`src/fsdc_pkg.sv`:
```
// fsdc_pkg: constants and field layouts of the synthesizer divider core
// assumes: included before fsdc_core, no other dependencies
package fsdc_pkg;
   // ==========================================================
   // widths
   localparam int PRIM_W  = 21;    // serial primary shift register
   localparam int REG_W   = 20;    // counter setup and fraction word
   localparam int XC_W    = 8;     // extra control register
   localparam int M_W     = 9;
   localparam int R_W     = 6;
   localparam int A_W     = 4;
   localparam int K_W     = 18;
   localparam int ACC_W   = 19;    // accumulator incl. toggling lsb
   localparam int AL_W    = 5;     // modulus-high cycle count
   localparam int PC_W    = 4;     // prescaler phase counter
   localparam int DL_W    = 4;     // signed modulator step
   // ==========================================================
   // counter setup field positions (msb shifted first)
   localparam int CS_R5   = 19;
   localparam int CS_R4   = 18;
   localparam int CS_M8   = 17;
   localparam int CS_M7   = 16;
   localparam int CS_PRE  = 15;
   localparam int CS_M6   = 14;
   localparam int CS_M0   = 8;
   localparam int CS_R3   = 7;
   localparam int CS_R0   = 4;
   localparam int CS_A3   = 3;
   localparam int CS_A0   = 0;
   // fraction word field: fraction bits 17..0 on top, two reserved below
   localparam int FW_K_LO = 2;
   localparam int FW_K_HI = 19;
   // address bit of the primary register and its codes
   localparam int PRIM_ADDR = 0;
   localparam logic ADDR_SETUP = 1'h0;
   localparam logic ADDR_FRAC  = 1'h1;
   // ==========================================================
   // extra control bit positions
   localparam int XC_FP_OUT  = 2;
   localparam int XC_PWRDN   = 3;
   localparam int XC_CNTLOAD = 4;
   localparam int XC_MOD_OUT = 5;
   localparam int XC_FC_OUT  = 6;
   localparam int XC_LD_OFF  = 7;
   // ==========================================================
   // prescaler phase reload values (divide by 11 or 10)
   localparam logic [PC_W-1:0] PC_DIV11 = 4'hA;
   localparam logic [PC_W-1:0] PC_DIV10 = 4'h9;
   localparam logic [AL_W-1:0] AL_MAX   = 5'h0F;
   // reset values
   localparam logic [REG_W-1:0] REG_RST = 20'h00000;
   localparam logic [XC_W-1:0]  XC_RST  = 8'h00;
endpackage : fsdc_pkg
```
`src/fsdc_core.sv`:
```
// fsdc_core: digital core of a fractional-n synthesizer
// serial load port, divider chain, sigma-delta modulator, phase detector
// assumes: every pin input is asynchronous to i_core_clk and much slower
// than it; the reference and vco inputs are sampled, so the model runs
// at reduced frequencies in simulation
`timescale 1ns/1ps
module fsdc_core (
   input  wire logic                        i_core_clk,
   input  wire logic                        i_rst_n,
   input  wire logic                        i_ce,
   input  wire logic                        i_shift_clk,
   input  wire logic                        i_shift_data,
   input  wire logic                        i_load_strobe,
   input  wire logic                        i_extra_sel,
   input  wire logic                        i_extra_en_n,
   input  wire logic                        i_direct_mode,
   input  wire logic [fsdc_pkg::R_W-1:0]    i_dir_r,
   input  wire logic [fsdc_pkg::M_W-1:0]    i_dir_m,
   input  wire logic [fsdc_pkg::A_W-1:0]    i_dir_a,
   input  wire logic [fsdc_pkg::K_W-1:0]    i_dir_k,
   input  wire logic                        i_dir_pre_en,
   input  wire logic                        i_dither_sel,
   input  wire logic                        i_mash_order_pick,
   input  wire logic                        i_ref_in,
   input  wire logic                        i_vco_in,
   output logic                             o_pump_up_n,
   output logic                             o_pump_down_n,
   output logic                             o_lock_node,
   output logic                             o_lock_indicator_o,
   output logic                             o_lock_indicator_oe_n,
   output logic                             o_monitor,
   output logic                             o_modulus_pick
);
   import fsdc_pkg::*;

   // ==========================================================
   // types and state
   localparam int SY_W = 6;                        // sclk sdata swr ewr ref vco
   localparam int DP_W = R_W + M_W + A_W + K_W + 6; // slow pin inputs
   localparam int SY_SCLK = 5;
   localparam int SY_SDAT = 4;
   localparam int SY_SWR  = 3;
   localparam int SY_EWR  = 2;
   localparam int SY_REF  = 1;
   localparam int SY_VCO  = 0;

   typedef struct packed {
      logic [SY_W-1:0]        fs1;     // first synchroniser stage
      logic [SY_W-1:0]        fs2;
      logic [SY_W-1:0]        fs3;     // previous value for edges
      logic [DP_W-1:0]        ps1;
      logic [DP_W-1:0]        ps2;
      logic [PRIM_W-1:0]      prim;
      logic [XC_W-1:0]        xshift;
      logic [REG_W-1:0]       counter_setup;
      logic [REG_W-1:0]       fraction_word;
      logic [XC_W-1:0]        extra_control;
      logic [M_W-1:0]         act_m;
      logic [A_W-1:0]         act_a;
      logic                   act_pre;
      logic [K_W-1:0]         act_k;
      logic [R_W-1:0]         r_cnt;
      logic [M_W-1:0]         m_cnt;
      logic [PC_W-1:0]        p_cnt;
      logic [AL_W-1:0]        a_left;
      logic [ACC_W-1:0]       acc1;
      logic [ACC_W-1:0]       acc2;
      logic [ACC_W-1:0]       acc3;
      logic                   c2d;
      logic                   c3d;
      logic                   c3dd;
      logic                   tog;
      logic signed [DL_W-1:0] delta;
      logic                   up;
      logic                   dn;
      logic                   pump_up_n;
      logic                   pump_down_n;
      logic                   lock_node;
      logic                   ld_oe_n;
      logic                   monitor;
      logic                   modulus_pick;
   } fsdc_state_t;

   fsdc_state_t st;
   fsdc_state_t next_st;

   // ==========================================================
   // helpers
   // accumulator add with carry out
   function automatic logic [ACC_W:0] fsdc_acc_add(input logic [ACC_W-1:0] a,
                                                  input logic [ACC_W-1:0] b);
      fsdc_acc_add = {1'h0, a} + {1'h0, b};
   endfunction : fsdc_acc_add

   // modulus-high count for one period, clamped to the legal range
   function automatic logic [AL_W-1:0] fsdc_a_eff(input logic [A_W-1:0] a,
                                                 input logic signed [DL_W-1:0] d);
      logic signed [AL_W+1:0] s;
      s = $signed({3'h0, a}) + (AL_W+2)'(d);
      if (s < 0) begin
         fsdc_a_eff = '0;
      end else if (s > $signed({2'h0, AL_MAX})) begin
         fsdc_a_eff = AL_MAX;
      end else begin
         fsdc_a_eff = s[AL_W-1:0];
      end
   endfunction : fsdc_a_eff

   // prescaler phase reload for the cycle about to start
   function automatic logic [PC_W-1:0] fsdc_pc(input logic [AL_W-1:0] al);
      fsdc_pc = (al != '0) ? PC_DIV11 : PC_DIV10;
   endfunction : fsdc_pc

   // ==========================================================
   // next-state logic
   always_comb begin
      logic sclk_rise, swr_rise, ewr_fall, ref_rise, vco_rise;
      logic [R_W-1:0] d_r;
      logic [M_W-1:0] d_m;
      logic [A_W-1:0] d_a;
      logic [K_W-1:0] d_k;
      logic d_pre, d_dir, d_enh_n, d_dith, d_mash2, d_ewr, d_swr;
      logic [R_W-1:0] src_r;
      logic [M_W-1:0] src_m;
      logic [A_W-1:0] src_a;
      logic [K_W-1:0] src_k;
      logic src_pre;
      logic [XC_W-1:0] xc;
      logic fp, fc, reload;
      logic [ACC_W:0] s1, s2, s3;
      logic [AL_W-1:0] na;
      logic signed [DL_W-1:0] nd;
      logic nup, ndn;
      next_st = st;
      fp = 1'h0;
      fc = 1'h0;
      reload = 1'h0;
      s1 = '0;
      s2 = '0;
      s3 = '0;
      na = '0;
      nd = '0;

      // two-stage synchronisers for every pin, third stage for edges
      next_st.fs1 = {i_shift_clk, i_shift_data, i_load_strobe, i_extra_sel,
                     i_ref_in, i_vco_in};
      next_st.fs2 = st.fs1;
      next_st.fs3 = st.fs2;
      next_st.ps1 = {i_dir_r, i_dir_m, i_dir_a, i_dir_k, i_dir_pre_en,
                     i_direct_mode, i_extra_en_n, i_dither_sel, i_mash_order_pick,
                     1'h0};
      next_st.ps2 = st.ps1;
      {d_r, d_m, d_a, d_k, d_pre, d_dir, d_enh_n, d_dith, d_mash2} =
         st.ps2[DP_W-1:1];
      sclk_rise = st.fs2[SY_SCLK] & ~st.fs3[SY_SCLK];
      swr_rise  = st.fs2[SY_SWR] & ~st.fs3[SY_SWR];
      ewr_fall  = ~st.fs2[SY_EWR] & st.fs3[SY_EWR];
      ref_rise  = st.fs2[SY_REF] & ~st.fs3[SY_REF];
      vco_rise  = st.fs2[SY_VCO] & ~st.fs3[SY_VCO];
      d_ewr     = st.fs2[SY_EWR];
      d_swr     = st.fs2[SY_SWR];

      // serial shifting, never powered down
      if (sclk_rise && !d_swr) begin
         if (d_ewr) begin
            next_st.xshift = {st.xshift[XC_W-2:0], st.fs2[SY_SDAT]};
         end else begin
            next_st.prim = {st.prim[PRIM_W-2:0], st.fs2[SY_SDAT]};
         end
      end
      // load strobe: last-shifted bit selects the target register
      if (swr_rise) begin
         if (st.prim[PRIM_ADDR] == ADDR_SETUP) begin
            next_st.counter_setup = st.prim[PRIM_W-1:1];
         end else begin
            next_st.fraction_word = st.prim[PRIM_W-1:1];
         end
      end
      // double buffer copy on falling edge of the extra select
      if (ewr_fall) begin
         next_st.extra_control = st.xshift;
      end

      // effective extra controls, gated by the enable pin
      xc = d_enh_n ? '0 : st.extra_control;

      // value sources: pins in direct mode, else serial registers
      if (d_dir) begin
         src_r   = d_r;
         src_m   = d_m;
         src_a   = d_a;
         src_k   = d_k;
         src_pre = d_pre;
      end else begin
         src_r   = {st.counter_setup[CS_R5], st.counter_setup[CS_R4],
                    st.counter_setup[CS_R3:CS_R0]};
         src_m   = {st.counter_setup[CS_M8], st.counter_setup[CS_M7],
                    st.counter_setup[CS_M6:CS_M0]};
         src_a   = st.counter_setup[CS_A3:CS_A0];
         src_pre = st.counter_setup[CS_PRE];
         src_k   = st.fraction_word[FW_K_HI:FW_K_LO];
      end

      // continuous load keeps the active values tracking the sources
      if (xc[XC_CNTLOAD]) begin
         next_st.act_m   = src_m;
         next_st.act_a   = src_a;
         next_st.act_k   = src_k;
         next_st.act_pre = src_pre;
      end

      if (!xc[XC_PWRDN]) begin
         // reference divider: R+1 edges per output, zero passes through
         if (ref_rise) begin
            if (st.r_cnt == '0) begin
               fc = 1'h1;
               next_st.r_cnt = src_r;
            end else begin
               next_st.r_cnt = st.r_cnt - R_W'(1'h1);
            end
         end
         // main chain on each vco edge
         if (vco_rise) begin
            if (st.act_pre) begin
               // bypass: M+1 vco edges, no fraction
               if (st.m_cnt == '0) begin
                  fp = 1'h1;
                  reload = 1'h1;
               end else begin
                  next_st.m_cnt = st.m_cnt - M_W'(1'h1);
               end
            end else if (st.p_cnt != '0) begin
               next_st.p_cnt = st.p_cnt - PC_W'(1'h1);
            end else if (st.m_cnt == '0) begin
               fp = 1'h1;
               reload = 1'h1;
            end else begin
               // one prescaler cycle done: count M and A down
               na = st.a_left - AL_W'(st.a_left != '0);
               next_st.a_left = na;
               next_st.m_cnt  = st.m_cnt - M_W'(1'h1);
               next_st.p_cnt  = fsdc_pc(na);
            end
         end
      end

      // period end: step the modulator and reload the chain
      if (reload) begin
         if (!xc[XC_CNTLOAD]) begin
            next_st.act_m   = src_m;
            next_st.act_a   = src_a;
            next_st.act_k   = src_k;
            next_st.act_pre = src_pre;
         end
         nd = '0;
         if (!st.act_pre) begin
            // k fills the upper 18 bits, dither toggles the 19th lsb
            next_st.tog = d_dith ? ~st.tog : 1'h0;
            s1 = fsdc_acc_add(st.acc1, {st.act_k, st.tog});
            s2 = fsdc_acc_add(st.acc2, s1[ACC_W-1:0]);
            s3 = fsdc_acc_add(st.acc3, s2[ACC_W-1:0]);
            next_st.acc1 = s1[ACC_W-1:0];
            next_st.acc2 = s2[ACC_W-1:0];
            next_st.c2d  = s2[ACC_W];
            if (d_mash2) begin
               next_st.acc3 = '0;
               next_st.c3d  = 1'h0;
               next_st.c3dd = 1'h0;
               nd = DL_W'(s1[ACC_W]) + DL_W'(s2[ACC_W]) - DL_W'(st.c2d);
            end else begin
               next_st.acc3 = s3[ACC_W-1:0];
               next_st.c3d  = s3[ACC_W];
               next_st.c3dd = st.c3d;
               nd = DL_W'(s1[ACC_W]) + DL_W'(s2[ACC_W]) - DL_W'(st.c2d)
                  + DL_W'(s3[ACC_W]) - DL_W'({st.c3d, 1'h0}) + DL_W'(st.c3dd);
            end
         end
         next_st.delta  = nd;
         // the new period uses the freshly loaded values
         next_st.m_cnt  = next_st.act_m;
         next_st.a_left = next_st.act_pre ? '0 : fsdc_a_eff(next_st.act_a, nd);
         next_st.p_cnt  = next_st.act_pre ? '0 : fsdc_pc(next_st.a_left);
      end else if (xc[XC_CNTLOAD] && st.m_cnt > src_m) begin
         next_st.m_cnt = src_m;
      end

      // phase detector: first edge raises its flag, the second clears both
      nup = st.up | fc;
      ndn = st.dn | fp;
      if (nup && ndn) begin
         nup = 1'h0;
         ndn = 1'h0;
      end
      if (xc[XC_PWRDN]) begin
         nup = 1'h0;
         ndn = 1'h0;
      end
      next_st.up          = nup;
      next_st.dn          = ndn;
      next_st.pump_up_n   = ~nup;
      next_st.pump_down_n = ~ndn;
      // lock node and open-drain indicator
      next_st.lock_node   = ~(~nup & ~ndn);
      next_st.ld_oe_n     = xc[XC_LD_OFF] | (~nup & ~ndn);
      next_st.modulus_pick = (next_st.a_left != '0) && !next_st.act_pre;

      // monitor output mux
      next_st.monitor = (xc[XC_FP_OUT] & fp) | (xc[XC_FC_OUT] & fc)
                      | (xc[XC_MOD_OUT] & next_st.modulus_pick);
   end

   // ==========================================================
   // state register
   always_ff @(posedge i_core_clk) begin
      if (!i_rst_n) begin
         st               <= '0;
         st.counter_setup <= REG_RST;
         st.fraction_word <= REG_RST;
         st.extra_control <= XC_RST;
         st.pump_up_n     <= 1'h1;
         st.pump_down_n   <= 1'h1;
         st.ld_oe_n       <= 1'h1;
      end else if (i_ce) begin
         st <= next_st;
      end
   end

   // ==========================================================
   // outputs straight from state, lock data pin tied low
   assign o_pump_up_n           = st.pump_up_n;
   assign o_pump_down_n         = st.pump_down_n;
   assign o_lock_node           = st.lock_node;
   assign o_lock_indicator_o    = 1'h0;       // open drain only pulls low
   assign o_lock_indicator_oe_n = st.ld_oe_n;
   assign o_monitor             = st.monitor;
   assign o_modulus_pick        = st.modulus_pick;
endmodule : fsdc_core

```
`config.mk`:
```
export PLATFORM = sky130hd
export DESIGN_NAME = fsdc_core
export DESIGN_NICKNAME = d
export VERILOG_FILES = /design/src/fsdc_pkg.sv /design/src/fsdc_core.sv
export SDC_FILE = /design/constraint.sdc
export NUM_CORES = 1
export LEC_CHECK = 0
export BUFFER_PORTS_ARGS = -buffer_cell sky130_fd_sc_hd__buf_2
export CORE_MARGIN = 2
export CORE_UTILIZATION = 25
export CTS_CLUSTER_SIZE = 40
export DETAILED_ROUTE_END_ITERATION = 10
export RECOVER_POWER = 50
export SLEW_MARGIN = 20
export SYNTH_ARGS = -nofsm -noshare
export SYNTH_HDL_FRONTEND = slang
export SYNTH_SLANG_ARGS = --single-unit
```
`constraint.sdc`:
```
create_clock -name i_core_clk -period 8.16 [get_ports i_core_clk]
set_input_delay 2.04 -clock i_core_clk [delete_from_list [all_inputs] [get_ports i_core_clk]]
set_output_delay 2.04 -clock i_core_clk [all_outputs]
set_load 0.1 [all_outputs]
```
---- Yosys cells after proc, flatten, opt, wreduce, memory -nomap -nowiden ----
Cells that the tools add are included.
storage, ports and cells
  memory bits (read-only) ................. 0
  output and inout bits ................... 7
  bits in latches ......................... 0
  RAM bits ................................ 0
  memories ................................ 0
  bits in registers ....................... 308
operators by class
  multipliers ............................. 0
  multiplexer cells ....................... 49
  bitwise operators ....................... 26
  magnitude comparators ................... 3
  add/sub/neg operators ................... 13
  reduce and logical (&&, ||, !) cells .... 25
  shift-type cells ........................ 0
  equality and inequality tests ........... 6
  div/mod/pow operators ................... 0
operators with widths
  operator                                                       number
  two-way mux 32 bit                                             4
  two-way mux 74 bit                                             1
  two-way mux 18 bit                                             4
  two-way mux 9 bit                                              7
  two-way mux 61 bit                                             1
  adder 19 x 19 -> 20 bit                                        3
  two-way mux 5 bit                                              5
  two-way mux 4 bit                                              6
  nonzero test 5 bit                                             4
  two-way mux 19 bit                                             1
  AND reduction 3 bit                                            6
  two-way mux 1 bit                                              14
  two-way mux 6 bit                                              2
  inverter 1 bit                                                 12
  AND reduction 5 bit                                            2
  bitwise AND 1 bit                                              9
  greater-than comparator 9 bit                                  1
  logical NOT 9 bit                                              1
  inequality test 3 x 1 -> 1 bit, second input constant          3
  subtractor 9 x 1 -> 9 bit, second input constant               1
  two-way mux 8 bit                                              1
  adder 5 x 4 -> 6 bit                                           1
  greater-than comparator 6 x 5 -> 1 bit, second input constant  1
  logical NOT 6 bit                                              1
  19 further kinds                                               31

---- Logic depth before layout (Yosys ltp) ----
Gate-level depths: netlist of run 1.
  word-level depth ........................ 24
  mapped depth ............................ 39
  mapped depth without buffers ............ 39

---- Least setup slack after synthesis of run 1 ----
OpenSTA, ideal clock, no wires.
  kind .................................... flip-flop to flip-flop
  from .................................... register st[12] (netlist name)
  to ...................................... register st, in the netlist o_monitor
  clock period less this slack ............ 6.936 ns
  stages on the path, launching flop included .. 36
  slack ................................... 1.224 ns
  data arrival time ....................... 6.819 ns
  data required time ...................... 8.043 ns
  buffers on the path ..................... 0
  setup time .............................. 0.117 ns
  cell sequence ........................... dfxtp_1 > ha_1 > inv_1 > fa_1 > nor2b_1 > o31a_1 > o41ai_1 > o21a_1 > o21bai_1 > a211oi_1 > nor2_1 > ha_1 > nand3_1 > a211oi_1 > o41ai_1 > xnor2_1 > ha_1 > a21o_1 > a31oi_1 > o21bai_1 > a21o_1 > fa_1 > inv_1 > ha_1 > nor2b_1 > a21oi_1 > nand2_1 > fa_1 > nor2b_1 > o21bai_1 > and4_1 > nor3_1 > o31ai_1 > a211oi_1 > a31oi_1 > a22o_1
between the ends
  longest elaborated chain between the ends .. 21
  elaborated cells between the ends (all ways) .. 23
  those cells by class .................... 9 x add/sub; 2 x order compare; 8 x mux; 2 x bitwise; 2 x reduce/logical
ends and longest elaborated chain
  what                                                                             RTL line          source
  from (decl)                                                                      fsdc_core.sv:84   fsdc_state_t st;
  from (signal assigned)                                                           fsdc_core.sv:324  st <= next_st;
  adder 19 x 19 -> 20 bit *                                                        fsdc_core.sv:92   fsdc_acc_add = {1'h0, a} + {1'h0, b};
  parallel branches: the longest is 6 deep, another holds adder 19 x 19 -> 20 bit  n/a
  two-way mux 4 bit *                                                              fsdc_core.sv:265  if (d_mash2) begin
  two-way mux 4 bit *                                                              fsdc_core.sv:256  if (!st.act_pre) begin
  two-way mux 4 bit *                                                              fsdc_core.sv:248  if (reload) begin
  adder 5 x 4 -> 6 bit *                                                           fsdc_core.sv:99   s = $signed({3'h0, a}) + (AL_W+2)'(d);
  greater-than comparator 6 x 5 -> 1 bit                                           fsdc_core.sv:102  end else if (s > $signed({2'h0, AL_MAX})) begin
  two-way mux 5 bit                                                                fsdc_core.sv:102
  two-way mux 5 bit *                                                              fsdc_core.sv:100  if (s < 0) begin
  two-way mux 5 bit *                                                              fsdc_core.sv:248
  two-way mux 5 bit *                                                              fsdc_core.sv:281  next_st.a_left = next_st.act_pre ? '0 : fsdc_a_eff(next_st.act_a, nd);
  two-way mux 74 bit *                                                             fsdc_core.sv:248
  nonzero test 5 bit *                                                             fsdc_core.sv:305  next_st.modulus_pick = (next_st.a_left != '0) && !next_st.act_pre;
  logical AND 1 bit *                                                              fsdc_core.sv:305
  bitwise AND 1 bit *                                                              fsdc_core.sv:309  | (xc[XC_MOD_OUT] & next_st.modulus_pick);
  OR 1 bit *                                                                       fsdc_core.sv:309
Every way passes the cells marked *. The select of a mux whose other input is x is not followed.
A chain may end at the register's enable or synchronous reset.

---- Worst setup path in the final report of run 1 ----
Ends and elaborated chain as after synthesis.

==> summary.md, run 1 <==
| Metric | Value |
|---|---|
| Sw frac | `0.233` |
| Flop pwr share | `0.458` |
| Ratio of cells with drive above 1 in the final layout | `0.0924` |
| Routed WL | `34.3 mm` |
| Die height | `246 µm` |
| Gr ovfl total | `0` |
| CTS tree | `done` |
| Netlist cell types | `74` |
| Count of final max-slew check failures | `358` |
| Status | `complete, but fails checks` |
| CP Class | `reg2reg` |
| Failing checks | `capacitance limit, slew limit` |
| Routed Antenna Nets | `0` |
| Max Fclk | `~130 MHz` |
| Core area | `57800 µm²` |
| Nets | `1852` |
| CP Max Fanout | `5` |
| Worst min path class | `reg2reg` |
| Post-DP HPWL | `roughly 24 mm` |
| Most Frequent Cell on Critical Path | `ha_1` |
| CP Data Arrival Time | `between 8 and 9 ns` |
| Synth top cells by count | `dfxtp_1 (286), nand2_1 (228), nor2_1 (188), mux2i_1 (156), a21oi_1 (122)` |
| Max Root-Sink Buffers | `3` |
| Yosys top cell area share | `0.391` |
| Root Buffer | `clkbuf_16` |
| Post-Synthesis Cells | `1696` |
| Period utilization | `0.947` |
| Antenna violations before repair | `2` |
| Die Area | `around 60000 µm²` |
| Crit path time final | `around 7.7 ns` |
| Critical Path RT | `8.62 ns` |
| CP max stage delay | `0.45 ns` |
| Sequential fraction of the synthesis area | `0.391` |
| Synth Net Count | `1840` |
| Setup TNS | `0 ns` |
| Crit-path slowest cell | `fa_1` |
| Clock skew | `0.00899 ns` |
| Slew of the pin with the lowest slew margin | `3.37 ns` |
| Area after DPL | `between 15000 and 20000 µm²` |
| Number of synthesized flops with an enable pin | `0` |
| Synthesis-to-layout area growth | `15.5%` |
| Cell-internal power | `around 2400 µW` |
| Synth area leaders | `dfxtp_1 (39%), mux2i_1 (11%), ha_1 (7.4%)` |
| RePlAce Congestion | `0.876` |
| Routed via count | `around 12k` |
| Comb power frac | `0.070` |
| Post-Layout Inst Area | `16900 µm²` |
| Worst-path clk slew | `0.07 ns` |
| Worst skew pair latency | `0.56 ns` |
| Num ports | `58` |
| Final setup vio count | `0` |
| Initial core utilization | `0.253` |
| Syn_area_per_cell | `8.62 µm²` |
| Pin count of the biggest net entering global routing | `117` |
| Final Hold Fails | `0` |
| Clock power share | `0.473` |
| Area leader, netlist | `dfxtp_1` |
| GR Util All Layers | `0.109` |
| Power Dens Cells | `188 nW/µm²` |
| 1st-pass router iterations | `5` |
| Async SR Flop Fraction | `0` |
| Number of global-route vias before repair | `between 10k and 15k` |
| 1st-iter DRT viols | `approximately 620` |
| Post-DR vias/cell | `4.73` |
| Synth Warn # | `0` |
| Row cnt | `a little under 90` |
| Startpoint types | `flip-flop` |
| Flops & latches, synth | `286` |
| CTS Buf Count | `30` |
| CP endpoint kind | `flip-flop` |
| Count leader, synth | `dfxtp_1` |
| Max Cap Viol | `5` |
| R2r setup slk | `0.43 ns` |
| Mapped cell area | `14600 µm²` |
| Peak supply drop | `0.000153 V` |
| P_leak | `0.00680 µW` |
| H-tree depth | `1` |
| First-pass GRT wire length | `between 50 and 60 mm` |
| Top_reg_cell synth | `dfxtp_1` |
| Drt wl/cell | `around 14 µm` |
| DRC errors left | `0` |
| IO Port Bufs | `56` |
| Switching power total | `737 µW` |
| CTS sink cnt | `286` |
| Max_slew headroom | `-1.25` |
| Die width | `246 µm` |
per-stage QoR:
stage | hold WS [ns] | utilization | instances | worst slack (ns) | total power, µW
after detailed placement | 0.445 | 0.270 | 2434 | 0.224 | 1700
after CTS | 0.455 | 0.289 | 2490 | 0.191 | 3210
after global placement | 0.444 | 0.270 | 2434 | 0.452 | 1690
final | 0.453 | 0.292 | 2498 | 0.434 | 3170
after floorplan | 0.432 | - | 1696 | 1.22 | 1640
after global routing | 0.477 | 0.292 | 2497 | -0.0646 | 3290
critical path, delay by kind of cell, from the launching register on:
family,cells,cell delay [ns]
buffers and inverters,4,0.44
xor gates and xnor gates,2,0.28
adders and majority gates,7,2.21
DFF,1,0.32
AOI/OAI and AO/OA,17,3.38
and+or+nand+nor,6,0.96
path summary, 6_finish.rpt:
kind | start | cells past startpoint | to
setup / recovery | st[12] | 36 | o_monitor
hold / removal | st[154] | 2 | st[154]
setup reg to reg | st[12] | 36 | o_monitor
hold reg to reg | st[154] | 2 | st[154]
layout make-up:
cell class | instances | area (µm²)
Fill cell | 6027 | 40900
Multi-Input combinational cell | 1268 | 8520
Sequential cell | 286 | 5730
Tap cell | 765 | 957
Clock buffer | 42 | 847
Timing Repair Buffer | 73 | 410
Clock inverter | 14 | 239
Inverter | 49 | 188
Antenna cell | 1 | 2.50
cells by family (layout without fill, tap and decap cells):
family	Yosys count	after routing	share of synthesized area
buf+inv	142	178	0.0376
compound gates	360	360	0.161
fa+ha+maj	93	93	0.0826
mux	160	160	0.110
flops	286	286	0.391
xor+xnor	55	55	0.0329
other cells	1	2	0.000256
simple gates	599	599	0.185
metal layers:
layer  routed length (µm)  vias to the layer above  part of all wire  GRT usage
met5                   15                        -           0.00044          0
li1                     -                     5961                 -          -
met2                16300                      205              0.48      0.189
met1                15900                     5590              0.46      0.140
met3                 1320                       50             0.039     0.0172
met4                  743                        2             0.022     0.0312
cells in the final DEF (no fill, tap or decap), drive strengths merged, types with 25 or more instances in the layout:
master and n:
mux2i 156, nor2b 45, dfxtp 286, a211oi 32
a21boi 32, clkbuf 53, buf 62, o21ai 43
inv 50, nor3 25, nand3 30, xnor2 38
nand2 228, nor2 189, ha 87, a21oi 123
power groups by stage:
stage	sequential, µW	combinational (µW)	clock, µW
after floorplan	1480	159	0
after global placement	1480	210	0
after detailed placement	1480	216	0
after CTS	1450	217	1540
after global routing	1450	244	1590
final	1450	220	1500
flip-flops by register name, summed over array words and instances (netlist names):
signal / flops
o_lock_indicator_oe_n: 1
o_pump_up_n: 1
o_pump_down_n: 1
o_monitor: 1
next_st: 54
o_lock_node: 1
o_modulus_pick: 1
st: 226
timing repair:
action / CTS / global route
gates resized for setup: 0 / 32
setup endpoints to repair: 0 / 7
hold buffers: 0 / 0
buffers inserted: 0 / 6
No activity file was read; power rests on OpenSTA's default activity.
==> run 2, diff against run 1 <==
==> constraint.sdc (replaced) <==
create_clock -name i_core_clk -period 7.1 [get_ports i_core_clk]
set_input_delay 1.775 -clock i_core_clk [delete_from_list [all_inputs] [get_ports i_core_clk]]
set_output_delay 1.775 -clock i_core_clk [all_outputs]
set_load 0.1 [all_outputs]
==> run 2 against run 1 <==
Against the previous run: the flow finishes with violations (setup timing); clock skew up 0.0041 ns; first-iteration DRC count shrank 4.2%; cell count up 4.5%; power grew 18%; fmax up 7.2%; critical endpoint is now o_modulus_pick; largest cell class unchanged; highest routed layer is now met4.
==> summary.md, run 2 (same netlist as run 1, synthesis figures left out) <==
| Metric | Value |
|---|---|
| Number of global-route vias before repair | `11.9k (+7.1%)` |
| 1st-iter DRT viols | `593 (-4.2%)` |
| CP Class | `reg2reg` |
| R2r setup slk | `-0.10 ns (-0.54 ns)` |
| Power Dens Cells | `207 nW/µm² (+10%)` |
| Clock skew | `0.0131 ns (+0.00409 ns)` |
| DRC errors left | `0 (unchanged)` |
| Gr ovfl total | `0 (unchanged)` |
| Ratio of cells with drive above 1 in the final layout | `0.182 (+0.0896)` |
| IO Port Bufs | `56 (unchanged)` |
| Die width | `246 µm (unchanged)` |
| Placed Instances | `2530 (+3.9%)` |
| Top reg by flops | `st` |
| Count of final max-slew check failures | `0 (-100%)` |
| Max Cap Viol | `0 (-5)` |
| Slew of the pin with the lowest slew margin | `1.09 ns (-2.29 ns)` |
| Commonest cells after routing, fill and taps aside | `dfxtp_1 (282), nand2_1 (227), nor2_1 (186)` |
| Antenna violations before repair | `2 (unchanged)` |
| CTS sink cnt | `286 (unchanged)` |
| CTS Buf Count | `31 (+3.3%)` |
| Drt wl/cell | `13.8 µm (+0.79%)` |
| Reg2reg start | `st[12]` |
| Final setup vio count | `2 (+2)` |
| P_leak | `0.00748 µW (+10%)` |
| Max Fclk | `139 MHz (+7.2%)` |
| Cts hold-fix bufs | `0 (unchanged)` |
| Reg2reg end | `o_modulus_pick` |
| Hold Crit Start | `st[157]` |
| Hold path cells | `2 (unchanged)` |
| Met3 WL post-DR | `1.21 mm (-8.9%)` |
| Peak supply drop | `0.000173 V (+13%)` |
| Routed Antenna Nets | `0 (unchanged)` |
| Synthesis-to-layout area growth | `24.0%` |
| CTS tree | `done` |
| Commonest non-fill, non-tap cell in the layout | `dfxtp_1` |
| Die height | `246 µm (unchanged)` |
| CP Data Arrival Time | `7.70 ns (-0.49 ns)` |
| Final Hold Fails | `0 (unchanged)` |
| H-tree depth | `1 (unchanged)` |
| Routed WL | `36.1 mm (+5.3%)` |
| Row cnt | `88 (unchanged)` |
| CP Max Fanout | `4 (-1)` |
| Met1 WL | `16.7 mm (+4.9%)` |
| Period utilization | `1.01 (+0.0679)` |
| Post-DR vias/cell | `4.66 (-1.3%)` |
| Core area | `57800 µm² (unchanged)` |
| Pin count of the biggest net entering global routing | `110 (-6.0%)` |
| Status | `complete, but fails checks` |
| Failing checks | `setup timing` |
| Crit-path slowest cell | `fa_2` |
| CP max stage delay | `0.37 ns (-0.08 ns)` |
| Diode count | `0 (-1)` |
| Routed via count | `12.2k (+3.1%)` |
| Hold EP | `st[157]` |
| Worst skew pair latency | `0.57 ns (about the same)` |
| Max reg flops | `226 (unchanged)` |
| Reg2Reg Depth | `40 (+11%)` |
| Worst-path clk slew | `0.06 ns (about the same)` |
| Crit path time final | `7.20 ns (-0.522 ns)` |
| Num ports | `58 (unchanged)` |
| CP endpoint kind | `flip-flop` |
| Die Area | `60500 µm² (unchanged)` |
| Max Used Layer | `met4` |
| Max Root-Sink Buffers | `3 (unchanged)` |
| 1st-pass router iterations | `5 (unchanged)` |
| Post-layout util | `0.314 (+0.0216)` |
| Initial core utilization | `0.253 (unchanged)` |
| RSZ-0062 raised after global routing | `true` |
| GR Util All Layers | `0.116 (+0.00692)` |
| Nets | `1967 (+6.2%)` |
| First-pass GRT wire length | `59.1 mm (+6.2%)` |
| Worst Slack Setup Final | `-0.105 ns (-0.538 ns)` |
| Startpoint types | `flip-flop` |
| Root Buffer | `clkbuf_16` |
| RePlAce Congestion | `0.840 (-4.1%)` |
| Post-DP HPWL | `25.0 mm (+5.8%)` |
| Worst min path class | `reg2reg` |
| Met2 wire len | `17.3 mm (+6.2%)` |
| Critical Path RT | `7.60 ns (-1.02 ns)` |
| Max_slew headroom | `0.275 (+1.52)` |
| Non-filler instance count after layout | `2611 (+4.5%)` |
==> run 2: cell count changes in the layout (fill, tap and decap cells not counted), sizes merged, moves of 2 or more <==
cell,change
buf,+125
clkinvlp,-2
clkbuf,-12
clkinv,+3
==> run 2: how the worst max path moves through the flow <==
stage	start	cells after the start	to
after global placement	st[55]	36	o_modulus_pick
after global routing	st[12]	40	o_modulus_pick
after CTS	st[54]	39	o_modulus_pick
after detailed placement	st[12]	39	o_modulus_pick
after floorplan	st[12]	35	o_monitor
final	st[12]	40	o_modulus_pick
==> run 2: timing repair <==
item	CTS	global route
resized for setup	41	51
gates cloned	0	0
pin swaps	32	54
setup buffers	12	13
endpoints found under the setup margin	8	8
==> run 2: stage by stage <==
| step | cell area (µm²) | setup TNS, ns | setup slack (ns) | hold slack [ns] | power (µW) |
|---|---|---|---|---|---|
| after detailed placement | 16300 | -3.01 | -0.638 | 0.445 | 1970 |
| final | 18100 | -0.140 | -0.105 | 0.454 | 3750 |
| after global placement | 16300 | -1.71 | -0.414 | 0.442 | 1960 |
| after global routing | 18100 | -2.58 | -0.529 | 0.478 | 3890 |
| after CTS | 17700 | -0.289 | -0.178 | 0.454 | 3790 |
| after floorplan | 14600 | 0 | 0.164 | 0.432 | 1890 |
==> run 2: routing by layer <==
layer  up-vias  global-route usage
met2       201               0.205
li1       6175                   -
met3        60              0.0172
met4         0              0.0357
met5         -                   0
met1      5743               0.145
==> run 2: critical path: cells and delay by family (launching register included) <==
kind            cells  cell delay, ns
xor+xnor            3            0.58
buf+inv             4            0.34
compound gates     16            2.83
fa+ha+maj           7            1.88
flops               1            0.35
simple gates        9            1.07
mux                 1            0.12
==> run 2: layout make-up <==
type	instances	area, µm²
fill	5948	39700
multi-input combinational	1268	8830
sequential	286	5730
timing repair buffer	187	1270
tap	765	957
clock buffer	41	873
clock inverter	15	282
inverter	49	189
==> run 2: power by group <==
group | internal (µW) | total (µW) | switching (µW)
Combinational | 114 | 274 | 160
Sequential | 1640 | 1670 | 29.5
Clock | 1120 | 1810 | 686
==> run 3, diff against run 2 <==
--- a/config.mk
+++ b/config.mk
@@ -5,6 +5,7 @@
 export SDC_FILE = /design/constraint.sdc
 export NUM_CORES = 1
 export LEC_CHECK = 0
+export ABC_AREA = 1
 export BUFFER_PORTS_ARGS = -buffer_cell sky130_fd_sc_hd__buf_2
 export CORE_MARGIN = 2
 export CORE_UTILIZATION = 25
==> run 3 against run 2 <==
Against the previous run: the run ends with capacitance limit, slew limit left; sequential power rose by 5%; design area fell by 4.0%; clock power about the same; fmax grew 6.9%; non-clock buffer count down 88; area after synthesis rose by 0.74%; critical path depth increased by 6; sequential share of layout area rose by 1.3 points; first-iteration DRC count grew 33%; flip-flop and latch count stayed put; hold slack got worse by 0.0044 ns; global-route usage grew 1.0 points; largest cell class unchanged; largest power group unchanged; highest routed layer is now met5.
==> summary.md, run 3 <==
| Metric | Value |
|---|---|
| H-tree depth | `2 (+1)` |
| CP endpoint kind | `flip-flop` |
| Clock skew | `0.0228 ns (+0.00972 ns)` |
| CTS tree | `done` |
| Root Buffer | `clkbuf_16` |
| Sw frac | `0.282 (+0.0483)` |
| 1st-iter DRT viols | `788 (+33%)` |
| Number of synthesized flops with an enable pin | `0 (unchanged)` |
| Worst Slack Setup Final | `0.360 ns (+0.465 ns)` |
| DRC errors left | `0 (unchanged)` |
| Status | `complete, but fails checks` |
| Gr ovfl total | `0 (unchanged)` |
| Synthesis-to-layout area growth | `18.2%` |
| Ratio of cells with drive above 1 in the final layout | `0.124 (-0.0582)` |
| Switching power total | `1210 µW (+38%)` |
| Top_reg_cell synth | `dfxtp_1` |
| Max_slew headroom | `-1.46 (-1.73)` |
| IO Port Bufs | `56 (unchanged)` |
| Yosys top cell area share | `0.389 (-0.00286)` |
| Startpoint types | `flip-flop` |
| CTS Buf Count | `34 (+9.7%)` |
| Max Cap Viol | `6 (+6)` |
| Failing checks | `capacitance limit, slew limit` |
| Synth Net Count | `2199 (+20%)` |
| Post-DR vias/cell | `4.61 (-1.2%)` |
| Worst min path class | `reg2reg` |
| Syn_area_per_cell | `7.17 µm² (-17%)` |
| Num ports | `58 (unchanged)` |
| Core area | `58000 µm² (+0.38%)` |
| Worst-path clk slew | `0.06 ns (about the same)` |
| Max reg flops | `226 (unchanged)` |
| Mapped cell area | `14700 µm² (+0.74%)` |
| Met1 Use GR | `0.172 (+0.0268)` |
| Synth top cells by count | `nor2_1 (325), o21ai_0 (316), dfxtp_1 (286), nand2_1 (274), a21oi_1 (207)` |
| Routed Antenna Nets | `0 (unchanged)` |
| Placed Instances | `2807 (+11%)` |
| CP max stage delay | `0.52 ns (+0.15 ns)` |
| Top reg by flops | `st` |
| Post-layout util | `0.300 (-0.0137)` |
| First-pass GRT wire length | `63.6 mm (+7.5%)` |
| Pin count of the biggest net entering global routing | `134 (+22%)` |
| Period utilization | `0.949 (-0.0655)` |
| Largest delay share family, worst path | `adder cells` |
| Cell-internal power | `3090 µW (+7.3%)` |
| WP buf/inv | `5 (+1)` |
| Peak supply drop | `0.000141 V (-18%)` |
| 1st-pass router iterations | `5 (unchanged)` |
| Antenna violations before repair | `3 (+1)` |
| Async SR Flop Fraction | `0 (unchanged)` |
| P_leak | `0.00756 µW (+0.96%)` |
| Row cnt | `88 (unchanged)` |
| CTS sink cnt | `286 (unchanged)` |
| Max Root-Sink Buffers | `3 (unchanged)` |
| Synth area leaders | `dfxtp_1 (39%), o21ai_0 (11%), nor2_1 (8.3%)` |
| Drt wl/cell | `13.7 µm (-1.1%)` |
| Met3 usage | `0.0209 (+0.00370)` |
| Area leader, netlist | `dfxtp_1` |
| Comb power frac | `0.165 (+0.092)` |
| Routed via count | `13.3k (+9.0%)` |
| Die height | `247 µm (+0.36%)` |
| Number of global-route vias before repair | `12.3k (+3.5%)` |
| Synth Warn # | `0 (unchanged)` |
| Die width | `247 µm (+0.36%)` |
| RePlAce Congestion | `0.887 (+5.6%)` |
| Power Dens Cells | `247 nW/µm² (+19%)` |
| Netlist cell types | `53 (-28%)` |
| Nets | `2239 (+14%)` |
| CP Data Arrival Time | `7.13 ns (-0.57 ns)` |
| Max Fclk | `148 MHz (+6.9%)` |
| Final Hold Fails | `0 (unchanged)` |
| Post-Layout Inst Area | `17400 µm² (-4.0%)` |
| Critical Path RT | `7.49 ns (-0.11 ns)` |
| Flop pwr share | `0.406 (-0.039)` |
| Crit-path slowest cell | `fa_2` |
| Initial core utilization | `0.254 (+0.000894)` |
| Count of final max-slew check failures | `268 (+268)` |
| Count leader, synth | `nor2_1` |
| GR Util All Layers | `0.127 (+0.0102)` |
| Pre-CTS WS | `-0.0631 ns (+0.575 ns)` |
| CP Class | `reg2reg` |
| Area after DPL | `15800 µm² (-3.2%)` |
| Most Frequent Cell on Critical Path | `nand2_1` |
| Commonest cells after routing, fill and taps aside | `nor2_1 (321), o21ai_0 (308), dfxtp_1 (284)` |
| Cts hold-fix bufs | `0 (unchanged)` |
| Routed WL | `39.4 mm (+9.1%)` |
| Diode count | `0 (unchanged)` |
| Post-Synthesis Cells | `2055 (+21%)` |
| Final setup vio count | `0 (-2)` |
| Flops & latches, synth | `286 (unchanged)` |
| Clock power share | `0.429 (-0.053)` |
| Commonest non-fill, non-tap cell in the layout | `nor2_1` |
| Non-filler instance count after layout | `2881 (+10%)` |
| Post-DP HPWL | `26.7 mm (+6.8%)` |
| CP Max Fanout | `4 (unchanged)` |
| Crit path time final | `6.74 ns (-0.465 ns)` |
| Busiest grt layer | `met2` |
| Worst skew pair latency | `0.54 ns (-0.03 ns)` |
| Sequential fraction of the synthesis area | `0.389 (-0.00286)` |
| Grt met2 use | `0.204 (-0.00165)` |
| Die Area | `60900 µm² (+0.73%)` |
| Slew of the pin with the lowest slew margin | `3.68 ns (+2.60 ns)` |
## run 3: cell types whose count changed after synthesis, sizes merged, moves of 27 or more
cell    before  now
o21ai       43  322
nor2       189  339
mux2i      156    8
inv         48  194
a21oi      123  209
nand2      228  281
nor2b       45    0
nand3       30   71
xnor2       38    6
a21boi      32    5
## run 3: final timing paths
kind	from	endpoint	slack [ns]	depth (start not counted)
worst min register to register	st[184]	st[184]	0.45	2
worst min-delay path	st[184]	st[184]	0.45	2
worst max-delay path	st[54]	o_modulus_pick	0.36	46
worst max register to register	st[54]	o_modulus_pick	0.36	46
## run 3: cell families (layout without fill, tap and decap cells)
family / Yosys count / in the layout / share of synthesized area
simple gates: 740 / 740 / 0.210
mux: 8 / 8 / 0.00543
xor+xnor: 41 / 41 / 0.0244
buf+inv: 290 / 351 / 0.0767
compound gates: 596 / 596 / 0.213
fa+ha+maj: 93 / 93 / 0.0820
other cells: 1 / 1 / 0.000254
flops: 286 / 286 / 0.389
## run 3: layout make-up
| class | instances | area [µm²] |
|---|---|---|
| clock buffers | 46 | 977 |
| clock inverters | 11 | 189 |
| fillers | 6261 | 40600 |
| inverters | 195 | 736 |
| multi-input cells | 1479 | 8220 |
| flip-flops and latches | 286 | 5730 |
| well taps | 765 | 957 |
| repair buffers | 99 | 601 |
## run 3: tightest hold or removal path: cells and delay by family, from the launching register on
| family | cells | cell delay, ns |
|---|---|---|
| flip-flops | 1 | 0.31 |
| AO/OA/AOI/OAI | 1 | 0.05 |
| buffers and inverters | 1 | 0.05 |
## run 3: per-stage QoR
| stage | power [µW] | hold slack [ns] | setup TNS [ns] |
|---|---|---|---|
| detailed placement | 2440 | 0.437 | -0.0945 |
| finish | 4300 | 0.449 | 0 |
| floorplan | 2270 | 0.420 | 0 |
| global route | 4500 | 0.473 | -0.164 |
| global placement | 2440 | 0.434 | 0 |
| CTS | 4300 | 0.447 | 0 |
## run 3: timing repair
action	in CTS	in global routing
buffers inserted	1	15
gates resized for setup	2	93
pin swaps	2	43
setup endpoints to repair	3	8
## run 3: layer usage
layer | wire length (µm) | up-vias
met1 | 19300 | 6051
met3 | 1620 | 62
met5 | 13 | -
li1 | - | 6895
met4 | 988 | 2
met2 | 17500 | 266
## run 3: power by group through the flow
stage          Clock (µW)  Combinational (µW)  Sequential [µW]
3_5_place_dp            0                 660             1780
5_1_grt              1940                 804             1760
6_report             1840                 709             1750
2_1_floorplan           0                 483             1780
3_3_place_gp            0                 660             1780
4_1_cts              1890                 667             1740
